==> config.mk <==
export PLATFORM = sky130hd
export DESIGN_NAME = imis_core
export DESIGN_NICKNAME = d
export VERILOG_FILES = /design/src/imis_pkg.sv /design/src/imis_fifo.sv /design/src/imis_core.sv
export VERILOG_INCLUDE_DIRS = /design/src
export SDC_FILE = /design/constraint.sdc
export NUM_CORES = 2
export LEC_CHECK = 0
export BUFFER_PORTS_ARGS = -buffer_cell sky130_fd_sc_hd__buf_2
export CORE_UTILIZATION = 55
export DETAILED_ROUTE_END_ITERATION = 10
export GPL_TIMING_DRIVEN = 0
export MAX_ROUTING_LAYER = met4
export PLACE_DENSITY = 0.77
export REMOVE_ABC_BUFFERS = 1
export SYNTH_ARGS = -nofsm -noshare
export SYNTH_HDL_FRONTEND = slang
export SYNTH_SLANG_ARGS = --single-unit
export TNS_END_PERCENT = 50
==> constraint.sdc <==
create_clock -name clk -period 28.5 [get_ports clk]
set_clock_uncertainty 0.05 [all_clocks]
set_input_delay 0 -clock clk [delete_from_list [all_inputs] [get_ports clk]]
set_output_delay 0 -clock clk [all_outputs]
set_load 0.01 [all_outputs]
==> src/imis_cfg.svh <==
`ifndef IMIS_CFG_SVH
`define IMIS_CFG_SVH
// Register word indices; byte address is four times the index
`define IMIS_IDX_CTRL1 4'h1
`define IMIS_IDX_CTRL2 4'h2
`define IMIS_IDX_STAT 4'h3
`define IMIS_CTRL1_RST 8'h00
`define IMIS_CTRL2_RST 8'h00
// Control register one fields
`define IMIS_MODE_MSB 5
`define IMIS_MODE_LSB 2
`define IMIS_FACT_MSB 7
`define IMIS_FACT_LSB 6
// Control register two bits
`define IMIS_SINC_BIT 3
`define IMIS_REAL_BIT 5
`define IMIS_ILV_BIT 6
// Inverse sinc taps, outer to centre
`define IMIS_C1 10'sh002
`define IMIS_C2 10'sh3fc
`define IMIS_C3 10'sh00a
`define IMIS_C4 10'sh3dd
`define IMIS_C5 10'sh191
`define IMIS_RESCALE 9
// Square root of two over two, Q15
`define IMIS_ROOT_HALF 17'sh05a82
`define IMIS_FIFO_DEPTH 32
`endif

==> src/imis_pkg.sv <==
package imis_pkg;
    typedef enum logic [1:0] {imis_x1, imis_x2, imis_x4, imis_x8} imis_interp_t;
    typedef logic signed [15:0] imis_samp_t;
    typedef logic signed [16:0] imis_wide_t;
endpackage

==> src/imis_fifo.sv <==
`timescale 1ns/1ps
`default_nettype none
module imis_fifo #(
    parameter int WIDTH = 32,
    parameter int DEPTH = 32
) (
    input wire logic clk,
    input wire logic nrst,
    input wire logic wr_valid,
    output logic wr_ready,
    input wire logic [WIDTH-1:0] wr_data,
    output logic rd_valid,
    input wire logic rd_ready,
    output logic [WIDTH-1:0] rd_data,
    output logic [$clog2(DEPTH+1)-1:0] level
);
    localparam int AW = $clog2(DEPTH);
    localparam int CW = $clog2(DEPTH+1);
    logic [WIDTH-1:0] mem [DEPTH];
    logic [AW-1:0] wp, next_wp, rp, next_rp;
    logic [CW-1:0] next_level;
    logic next_wr_ready, next_rd_valid;
    logic [WIDTH-1:0] next_rd_data;
    logic push, pop;

    // Output register is refilled whenever it is empty or being taken and level shows a stored word
    always_comb begin
        push = wr_valid && wr_ready;
        pop = (level != '0) && (!rd_valid || rd_ready);
        next_wp = push ? wp + 1'b1 : wp;
        next_rp = pop ? rp + 1'b1 : rp;
        next_level = level + CW'(push) - CW'(pop);
        next_wr_ready = (next_level != CW'(DEPTH));
        next_rd_valid = pop ? 1'b1 : (rd_valid && !rd_ready);
        next_rd_data = pop ? mem[rp] : rd_data;
    end

    always_ff @(posedge clk) begin
        if (push) begin
            mem[wp] <= wr_data;
        end
    end

    always_ff @(posedge clk or negedge nrst) begin
        if (!nrst) begin
            wp <= '0;
            rp <= '0;
            level <= '0;
            wr_ready <= 1'b1;
            rd_valid <= 1'b0;
            rd_data <= '0;
        end else begin
            wp <= next_wp;
            rp <= next_rp;
            level <= next_level;
            wr_ready <= next_wr_ready;
            rd_valid <= next_rd_valid;
            rd_data <= next_rd_data;
        end
    end
endmodule // imis_fifo
`default_nettype wire

==> src/imis_core.sv <==
`timescale 1ns/1ps
`default_nettype none
`include "imis_cfg.svh"

module imis_core #(
    parameter int FIFO_DEPTH = `IMIS_FIFO_DEPTH
) (
    input wire logic clk,
    input wire logic nrst,
    input wire logic wb_cyc_i,
    input wire logic wb_stb_i,
    input wire logic wb_we_i,
    input wire logic [7:0] wb_adr_i,
    input wire logic [3:0] wb_sel_i,
    input wire logic [31:0] wb_dat_i,
    output logic [31:0] wb_dat_o,
    output logic wb_ack_o,
    input wire logic in_valid,
    output logic in_ready,
    input wire logic [15:0] in_i,
    input wire logic [15:0] in_q,
    output logic [15:0] dac_i,
    output logic [15:0] dac_q
);
    localparam int LW = $clog2(FIFO_DEPTH+1);

    function automatic logic [3:0] reg_idx(input logic [7:0] a);
        return (a[7:6] == 2'h0) ? a[5:2] : 4'hf;
    endfunction

    // Carrier in eighths of the DAC rate; odd steps only exist at 8x
    function automatic logic [2:0] carrier_of(input imis_pkg::imis_interp_t f,
                                              input logic [3:0] m);
        unique case (f)
            imis_pkg::imis_x8: return m[3:1];
            imis_pkg::imis_x4: return {m[2:1], 1'b0};
            imis_pkg::imis_x2: return {m[1], 2'h0};
            imis_pkg::imis_x1: return 3'h0;
        endcase
    endfunction

    function automatic imis_pkg::imis_wide_t rmul(input imis_pkg::imis_wide_t x);
        logic signed [33:0] p;
        p = x * `IMIS_ROOT_HALF;
        return p[31:15];
    endfunction

    function automatic logic [33:0] rotate(input imis_pkg::imis_wide_t a,
                                           input imis_pkg::imis_wide_t b,
                                           input logic [2:0] ang);
        imis_pkg::imis_wide_t s, d;
        s = rmul(a + b);
        d = rmul(b - a);
        unique case (ang)
            3'h0: return {a, b};
            3'h1: return {s, d};
            3'h2: return {b, -a};
            3'h3: return {d, -s};
            3'h4: return {-a, -b};
            3'h5: return {-s, -d};
            3'h6: return {-b, a};
            3'h7: return {-d, s};
        endcase
    endfunction

    // Wide enough for 503 times full scale of a 17-bit tap
    function automatic logic signed [26:0] fir(input logic [8:0][16:0] t);
        logic signed [17:0] p1, p2, p3, p4;
        logic signed [26:0] acc;
        p1 = $signed(t[0]) + $signed(t[8]);
        p2 = $signed(t[1]) + $signed(t[7]);
        p3 = $signed(t[2]) + $signed(t[6]);
        p4 = $signed(t[3]) + $signed(t[5]);
        acc = p1 * `IMIS_C1 + p2 * `IMIS_C2 + p3 * `IMIS_C3 + p4 * `IMIS_C4;
        acc = acc + $signed(t[4]) * `IMIS_C5;
        return acc;
    endfunction

    function automatic imis_pkg::imis_samp_t sat16(input logic signed [26:0] x);
        if (x > 27'sh0007fff) begin
            return 16'h7fff;
        end
        if (x < -27'sh0008000) begin
            return 16'h8000;
        end
        return x[15:0];
    endfunction

    logic [7:0] ctrl1, next_ctrl1, ctrl2, next_ctrl2;
    logic [31:0] next_dat;
    logic next_ack, wb_req, wb_wr;
    logic [7:0] status;
    imis_pkg::imis_interp_t factor;
    logic [3:0] mode;
    logic [2:0] carrier;
    logic sinc_en, real_mode, ilv, shifted;

    assign wb_req = wb_cyc_i && wb_stb_i && !wb_ack_o;
    assign wb_wr = wb_cyc_i && wb_stb_i && wb_ack_o && wb_we_i && wb_sel_i[0];

    assign mode = ctrl1[`IMIS_MODE_MSB:`IMIS_MODE_LSB];
    assign factor = imis_pkg::imis_interp_t'(ctrl1[`IMIS_FACT_MSB:`IMIS_FACT_LSB]);
    assign shifted = (factor != imis_pkg::imis_x1) && mode[0];
    assign carrier = carrier_of(factor, mode);
    assign sinc_en = ctrl2[`IMIS_SINC_BIT];
    assign real_mode = ctrl2[`IMIS_REAL_BIT];
    assign ilv = ctrl2[`IMIS_ILV_BIT];

    // One-cycle answer; unmapped words read zero and ignore writes
    always_comb begin
        next_ctrl1 = ctrl1;
        next_ctrl2 = ctrl2;
        next_ack = wb_req;
        next_dat = 32'h0;
        if (wb_req) begin
            case (reg_idx(wb_adr_i))
                `IMIS_IDX_CTRL1: next_dat = {24'h0, ctrl1};
                `IMIS_IDX_CTRL2: next_dat = {24'h0, ctrl2};
                `IMIS_IDX_STAT: next_dat = {24'h0, status};
                default: next_dat = 32'h0;
            endcase
        end
        // Writes land on the ack edge, while the master still holds them
        if (wb_wr && reg_idx(wb_adr_i) == `IMIS_IDX_CTRL1) begin
            next_ctrl1 = wb_dat_i[7:0];
        end
        if (wb_wr && reg_idx(wb_adr_i) == `IMIS_IDX_CTRL2) begin
            next_ctrl2 = wb_dat_i[7:0];
        end
    end

    always_ff @(posedge clk or negedge nrst) begin
        if (!nrst) begin
            ctrl1 <= `IMIS_CTRL1_RST;
            ctrl2 <= `IMIS_CTRL2_RST;
            wb_ack_o <= 1'b0;
            wb_dat_o <= 32'h0;
        end else begin
            ctrl1 <= next_ctrl1;
            ctrl2 <= next_ctrl2;
            wb_ack_o <= next_ack;
            wb_dat_o <= next_dat;
        end
    end

    logic have_i, next_have_i, accept, push;
    logic [15:0] hold_i, next_hold_i;
    logic [31:0] fifo_wdata, rd_data;
    logic rd_valid, data_en;
    logic [LW-1:0] level;

    always_comb begin
        accept = in_valid && in_ready;
        push = accept && (!ilv || have_i);
        fifo_wdata = ilv ? {hold_i, in_i} : {in_i, in_q};
        next_have_i = ilv && (accept ? !have_i : have_i);
        next_hold_i = (accept && ilv && !have_i) ? in_i : hold_i;
    end

    always_ff @(posedge clk or negedge nrst) begin
        if (!nrst) begin
            have_i <= 1'b0;
            hold_i <= 16'h0;
        end else begin
            have_i <= next_have_i;
            hold_i <= next_hold_i;
        end
    end

    // Source stalls on in_ready once the DAC side stops draining
    imis_fifo #(
        .WIDTH(32),
        .DEPTH(FIFO_DEPTH)
    ) u_fifo (
        .clk(clk),
        .nrst(nrst),
        .wr_valid(push),
        .wr_ready(in_ready),
        .wr_data(fifo_wdata),
        .rd_valid(rd_valid),
        .rd_ready(data_en),
        .rd_data(rd_data),
        .level(level)
    );

    assign status = {shifted, have_i, 6'(level)};

    logic [2:0] div_cnt, next_div_cnt, phase, next_phase, ang;
    logic [5:0] ang_prod;
    logic [15:0] cur_i, next_cur_i, cur_q, next_cur_q;
    imis_pkg::imis_wide_t ext_i, ext_q, mix_i, mix_q, next_mix_i, next_mix_q;
    logic [26:0] mix_wide_i;
    logic [8:0][16:0] taps_i, taps_q, next_taps_i, next_taps_q;
    logic signed [26:0] fir_i, fir_q;
    logic [15:0] next_dac_i, next_dac_q;

    assign ext_i = {cur_i[15], cur_i};
    assign ext_q = {cur_q[15], cur_q};
    assign mix_wide_i = {{10{mix_i[16]}}, mix_i};
    assign fir_i = fir(taps_i);
    assign fir_q = fir(taps_q);

    // one input word per interpolation period; hold keeps it centred
    always_comb begin
        data_en = (div_cnt == 3'h0);
        unique case (factor)
            imis_pkg::imis_x1: next_div_cnt = 3'h0;
            imis_pkg::imis_x2: next_div_cnt = data_en ? 3'h1 : div_cnt - 3'h1;
            imis_pkg::imis_x4: next_div_cnt = data_en ? 3'h3 : div_cnt - 3'h1;
            imis_pkg::imis_x8: next_div_cnt = data_en ? 3'h7 : div_cnt - 3'h1;
        endcase
        next_cur_i = cur_i;
        next_cur_q = cur_q;
        if (data_en && rd_valid) begin
            {next_cur_i, next_cur_q} = rd_data;
        end
        next_phase = phase + 3'h1;
        ang_prod = carrier * phase;
        ang = ang_prod[2:0];
        {next_mix_i, next_mix_q} = rotate(ext_i, ext_q, ang);
        if (real_mode) begin
            next_mix_i = ext_i;
            next_mix_q = 17'h0;
        end
        next_taps_i = {taps_i[7:0], mix_i};
        next_taps_q = {taps_q[7:0], mix_q};
        // divide by 512 gives about 3.4 dB loss at DC
        if (sinc_en) begin
            next_dac_i = sat16(fir_i >>> `IMIS_RESCALE);
            next_dac_q = sat16(fir_q >>> `IMIS_RESCALE);
        end else begin
            next_dac_i = sat16(mix_wide_i);
            next_dac_q = sat16({{10{mix_q[16]}}, mix_q});
        end
    end

    always_ff @(posedge clk or negedge nrst) begin
        if (!nrst) begin
            div_cnt <= 3'h0;
            phase <= 3'h0;
            cur_i <= 16'h0;
            cur_q <= 16'h0;
            mix_i <= 17'h0;
            mix_q <= 17'h0;
            taps_i <= '0;
            taps_q <= '0;
            dac_i <= 16'h0;
            dac_q <= 16'h0;
        end else begin
            div_cnt <= next_div_cnt;
            phase <= next_phase;
            cur_i <= next_cur_i;
            cur_q <= next_cur_q;
            mix_i <= next_mix_i;
            mix_q <= next_mix_q;
            taps_i <= next_taps_i;
            taps_q <= next_taps_q;
            dac_i <= next_dac_i;
            dac_q <= next_dac_q;
        end
    end
endmodule // imis_core
`default_nettype wire

---- Yosys cells after proc, flatten, opt, wreduce, memory -nomap -nowiden ----
Memories as Yosys holds them, arrays and structs flattened. A register that Yosys moved wholly into a read port is not among the register bits.
Cells that the tools add are included.
cells by class
  add/sub/neg operators ................... 30
  reductions and logical operators ........ 31
  equal/unequal tests ..................... 14
  $lt $le $gt $ge ......................... 8
  muxes and demuxes ....................... 54
  multipliers ............................. 9
operators with widths
  kind                                                                                number
  16-bit two-way mux                                                                  18
  34-bit case mux with 8 select lines                                                 1
  17-bit by 17-bit adder with 18-bit output                                           8
  17-bit by 15-bit multiplier with 31-bit output (second input constant)              2
  19-bit by 27-bit adder with 27-bit output                                           2
  27-bit by 23-bit adder with 27-bit output                                           2
  27-bit by 25-bit adder with 27-bit output                                           2
  27-bit adder                                                                        2
  17-bit by 10-bit multiplier with 27-bit output (second input constant)              2
  18-bit by 7-bit multiplier with 25-bit output (second input constant)               2
  18-bit negation with 25-bit output                                                  2
  18-bit by 4-bit multiplier with 22-bit output (second input constant)               2
  18-bit by 16-bit greater-than comparator with 1-bit output (second input constant)  2
  18-bit by 16-bit < comparator with 1-bit output (second input constant)             2
  17-bit by 16-bit greater-than comparator with 1-bit output (second input constant)  2
  17-bit by 16-bit < comparator with 1-bit output (second input constant)             2
  17-bit two-way mux                                                                  2
  16-bit negation with 17-bit output                                                  2
  17-bit negation                                                                     2
  32-bit two-way mux                                                                  1
  1-bit two-way mux                                                                   24
  3-bit case mux with 4 select lines                                                  2
  8-bit case mux with 3 select lines                                                  1
  16-bit by 16-bit adder with 17-bit output                                           1
  25 further kinds                                                                    58
word-level totals
  flip-flop bits (word level) ............. 494
  bits in writable memories ............... 1024
  logic and storage cells ................. 184
  memories kept ........................... 1
  bits of input ports ..................... 82
memories
  name        depth  bits a word  read ports  clocked after Yosys merged registers in  write ports  RTL line         text
  u_fifo.mem  32     32           1           1                                        1            imis_fifo.sv:19  logic [WIDTH-1:0] mem [DEPTH];

---- Logic depth before layout (Yosys ltp) ----
  depth in word-level cells ............... 14
  mapped depth ............................ 42

---- Cells and area by module ----
Synthesis repeated with hierarchy kept, for this count alone.
second synthesis, totals
  cell total of the unflattened synthesis .. 7210
  area total of the unflattened synthesis .. 92133.4 um^2
by module, submodules not included
  module     area an instance (um^2)  cells each  instances
  imis_core  51110.3                  5233        1
  imis_fifo  41023.1                  1977        1

---- Worst setup path before layout ----
No wires, ideal clock.
  path type ............................... register to register
  start point ............................. reg taps_q (netlist bit next_taps_q[51])
  end point ............................... reg dac_q[10]
  setup slack ............................. 19.111 ns
  path buffers ............................ 1
  data required time ...................... 28.324 ns
  clock period less this slack ............ 9.389 ns
  cell stages (with the launch flop) ...... 39
  arrival time ............................ 9.213 ns
  cells stage by stage .................... dfrtp_1 > ha_1 > fa_1 > a211oi_1 > o21ai_0 > a21oi_1 > o21ai_0 > o21ai_0 > nand2b_1 > a21o_1 > a21oi_1 > xnor2_1 > ha_1 > ha_1 > or4_1 > a2111oi_0 > nor3_1 > a31oi_1 > [... 3 more ...] > fa_1 > inv_1 > fa_1 > inv_1 > fa_1 > inv_1 > fa_1 > inv_1 > fa_1 > inv_1 > ha_1 > o21a_1 > a2111oi_1 > o31ai_1 > or3_1 > a31oi_1 > buf_2 > a21oi_1
between the ends
  word-level cells in the longest chain between the ends .. 12
RTL lines
  item                                                         RTL line          text
  start, declared                                              imis_core.sv:193  logic [8:0][16:0] taps_i, taps_q, next_taps_i, next_taps_q;
  start signal, assigned                                       imis_core.sv:257  taps_q <= next_taps_q;
  17-bit by 17-bit adder with 18-bit output (*)                imis_core.sv:72   p3 = $signed(t[2]) + $signed(t[6]);
  18-bit by 4-bit multiplier with 22-bit output (no line) (*)  --
  27-bit by 23-bit adder with 27-bit output (no line) (*)      --
  27-bit by 25-bit adder with 27-bit output (no line) (*)      --
  27-bit adder (no line) (*)                                   --
  18-bit by 16-bit < comparator with 1-bit output              imis_core.sv:83   if (x < -27'sh0008000) begin
  1-bit two-way mux (2 in a row)                               imis_core.sv:83
  1-bit two-way mux                                            imis_core.sv:228  if (sinc_en) begin
  16-bit two-way mux                                           imis_core.sv:86   return x[15:0];
  16-bit two-way mux (*)                                       imis_core.sv:83
  16-bit two-way mux (*)                                       imis_core.sv:228
  net next_dac_q[10]                                           imis_core.sv:195  logic [15:0] next_dac_i, next_dac_q;
  end signal, assigned                                         imis_core.sv:259  dac_q <= next_dac_q;
  end, declared                                                imis_core.sv:23   output logic [15:0] dac_q
The timed path passes the listed nets; every way through them passes the cells marked *. The select of a mux whose other input is x is not followed.
A chain may end at the register's enable or synchronous reset.

---- Worst setup path after layout ----
  start point ............................. reg taps_i (netlist bit next_taps_i[51])
  end point ............................... reg dac_i[2]
between the ends
  word-level cells in the longest chain between the ends .. 12
RTL lines
  item                                                         RTL line          text
  start, declared                                              imis_core.sv:193
  start signal, assigned                                       imis_core.sv:256  taps_i <= next_taps_i;
  17-bit by 17-bit adder with 18-bit output (*)                imis_core.sv:72
  18-bit by 4-bit multiplier with 22-bit output (no line) (*)  --
  27-bit by 23-bit adder with 27-bit output (no line) (*)      --
  27-bit by 25-bit adder with 27-bit output (no line) (*)      --
  27-bit adder (no line) (*)                                   --
  18-bit by 16-bit < comparator with 1-bit output              imis_core.sv:83
  1-bit two-way mux (2 in a row)                               imis_core.sv:83
  1-bit two-way mux                                            imis_core.sv:228
  16-bit two-way mux                                           imis_core.sv:86
  16-bit two-way mux (*)                                       imis_core.sv:83
  16-bit two-way mux (*)                                       imis_core.sv:228
  net next_dac_i[2]                                            imis_core.sv:195
  end signal, assigned                                         imis_core.sv:258  dac_i <= next_dac_i;
  end, declared                                                imis_core.sv:22   output logic [15:0] dac_i,
Marks and branches as above.

==> impl_metrics.tcl <==
set metrics [dict create \
    synth_edf_count 1024 \
    crit_fanout 15 \
    dr.first_iter.drc_count 4708 \
    fmax_mhz 85.7 \
    core_area_um2 167000 \
    synth.avg_cell_area_um2 13.2 \
    synth_top_area_share_pct 33.3 \
    drc 2 \
    h-tree-depth 4 \
    tightest_slew_ps 1490 \
    worst_path_most_repeated_cell "fa_1" \
    first_global_vias 61000 \
    rsz0062_at_grt "no" \
    place_ws_ps 16940 \
    via_count 57200 \
    clk_pin_slew_ps 60 \
    worstPathRequired_ps 29170 \
    cts_sinks 1526 \
    cts_tree "built" \
    regArea_um2 43300 \
    most-common-layout-cells "inv_1 (1184), edfxtp_1 (1024), ha_1 (898)" \
    grt.total_usage_pct 29.6 \
    synthFlopType "edfxtp_1" \
    layout_commonest_cell "inv_1" \
    worstSetupPathType "reg2reg" \
    cp_slowest_cell "o21ai_1" \
    io_pins 148 \
    design.die.area_um2 170000 \
    finalHoldViolations 0 \
    final.min_clock_period_ps 11660 \
    port_buffers 94 \
    drt-total-wl_um 238000 \
    antenna_found_initial 5 \
    synth_top_area_cell "edfxtp_1" \
    status "finished, violations left" \
    crit_family "adder cells" \
    routedWlPerCell_um 24.9 \
    slew_violations 1 \
    cts_buffers 158 \
    start_util_pct 55.3 \
    place_congestion 0.921 \
    clock_latency_ps 840 \
    utilization_pct 61.8 \
    hpwl_um 166000 \
    grt_max_degree 117 \
    area_growth_pct 11.7 \
    finalCritPeriodShare_pct 40.9 \
    async_reset_ff_share_pct 32.9 \
    fin_setup_tns_ps 0 \
    synth.area.top_cells "edfxtp_1 (33%), dfrtp_1 (14%), ha_1 (12%), fa_1 (11%), mux4_2 (7.9%)" \
    max_stage_delay_ps 990 \
    violations "design-rule violations, max-capacitance violations, max-slew violations" \
    yosysWarnings 0 \
    synthDistinctLibCells 104 \
    setup_violations 0 \
    maxCapViolCount 1 \
    cts-root-buf "clkbuf_16" \
    syn_area_um2 92400 \
    drive_above_1_share_pct 12.3 \
    rows 150 \
    gr-total-overflow 0 \
    arrival_ps 12340 \
    setup_ws_ps 16840 \
    fp.dieW_um 412 \
    ys_seq_area_share_pct 46.9 \
    finalNetCount 8726 \
    crit_buf_inv 5 \
    endpoint_kind "flop" \
    relSlewSlack_pct -0.0512 \
    syn_inst 6983 \
    hp-class "in2reg" \
    vias_per_cell 5.98 \
    multi_input_area_um2 44100 \
    cts_setup_buffers 0 \
    fillers 12200 \
    clk_path_buf_depth 3 \
    drtAntennaViolNets 0 \
    ys_seq_elements 1526 \
    first_pass_iters 8 \
    grt_first_pass_wirelength_um 363000 \
    worstSetupStartpointType "flop" \
    dieHeight_um 412 \
]
## final timing paths
kind / start / slack, ps / endpoint / cells after the start
worst max-delay path: next_taps_i[51]$_DFF_PN0_ / 16840 / dac_i[2]$_DFF_PN0_ / 40
worst min-delay path: wb_dat_i[3] / 110 / ctrl1[3]$_DFFE_PN0P_ / 3
worst max register to register: next_taps_i[51]$_DFF_PN0_ / 16840 / dac_i[2]$_DFF_PN0_ / 40
worst min register to register: next_taps_i[43]$_DFF_PN0_ / 300 / next_taps_i[60]$_DFF_PN0_ / 0
max in group asynchronous: nrst / 26770 / hold_i[13]$_DFFE_PN0P_ / 6
min in group asynchronous: nrst / 250 / dac_i[4]$_DFF_PN0_ / 4
## per-stage QoR
stage,instance area (um^2),hold WS [ps],instances
global placement,94800,180,9101
global route,103000,89.5,9569
floorplan,91600,-346,6803
detailed placement,96700,-76.1,9170
finish,103000,114,9571
CTS,103000,66.1,9565
## metal layers
layer	wire length [um]	track usage, %	vias to the layer above	part of all wire [%]
li1	-	-	25000	-
met1	89600	35.0	29000	38
met2	121000	50.2	2524	51
met3	15600	4.31	713	6.5
met4	12000	13.3	0	5.0
met5	0	-	-	0
## synthesized netlist by cell type, drive strengths merged, types with 19 or more instances
| cell type | n |
|---|---|
| inv | 1184 |
| edfxtp | 1024 |
| ha | 899 |
| fa | 515 |
| dfrtp | 501 |
| nor2 | 323 |
| mux4 | 322 |
| a21oi | 246 |
| xnor2 | 238 |
| nand2 | 229 |
| o21ai | 211 |
| clkbuf | 131 |
| xor2 | 97 |
| mux2 | 88 |
| nor3 | 78 |
| buf | 72 |
| a21o | 60 |
| nand2b | 53 |
| nand3 | 52 |
| o21a | 51 |
| mux2i | 44 |
| o21bai | 41 |
| a31oi | 39 |
| a211oi | 38 |
| o211ai | 33 |
| or3 | 33 |
| nor2b | 30 |
| and3 | 29 |
| nand4 | 28 |
| a221oi | 23 |
| and2 | 23 |
| nor4 | 19 |
## final cells by class
| class | count | share of cell area [%] |
|---|---|---|
| diodes | 6 | 0.0146 |
| clock inverters | 69 | 0.901 |
| repair buffers | 267 | 3.05 |
| multi-input cells | 4093 | 42.8 |
| clock buffers | 222 | 4.27 |
| well taps | 2204 | 2.67 |
| flip-flops and latches | 1526 | 42.0 |
| inverters | 1184 | 4.31 |
## registers in the layout, summed over array words and instances (netlist names), 3 cells and up
| signal | cells |
|---|---|
| next_taps_q | 136 |
| wb_dat_o | 8 |
| phase | 3 |
| cur_q | 16 |
| u_fifo.mem | 1024 |
| taps_i | 17 |
| hold_i | 16 |
| u_fifo.rp | 5 |
| next_taps_i | 136 |
| u_fifo.wp | 5 |
| dac_i | 16 |
| mix_i | 17 |
| cur_i | 16 |
| taps_q | 17 |
| u_fifo.rd_data | 32 |
| u_fifo.level | 6 |
| ctrl1 | 8 |
| ctrl2 | 8 |
| dac_q | 16 |
| div_cnt | 3 |
| mix_q | 17 |
## what timing repair did
action	CTS	global route
resized for setup	0	0
hold buffers	104	0
endpoints found under the hold margin	1372	0
## worst min-delay path: stages
cell	delay, ps
dlygate4sd3_1	640
buf_2	160
mux2_2	140
## cells by family after synthesis
group,count (synthesis),synth area share (%)
adder cells (fa/ha/maj),1429,23.5
other,1,0.00406
XOR/XNOR,336,3.21
buffers and inverters,1387,5.76
AND/OR/NAND/NOR,961,5.01
flip-flops,1526,46.9
multiplexers,454,9.41
AO/OA/AOI/OAI,889,6.22
Power is not shown: default switching activity piles up to over one toggle a cycle in this logic, so the estimate is an artifact.
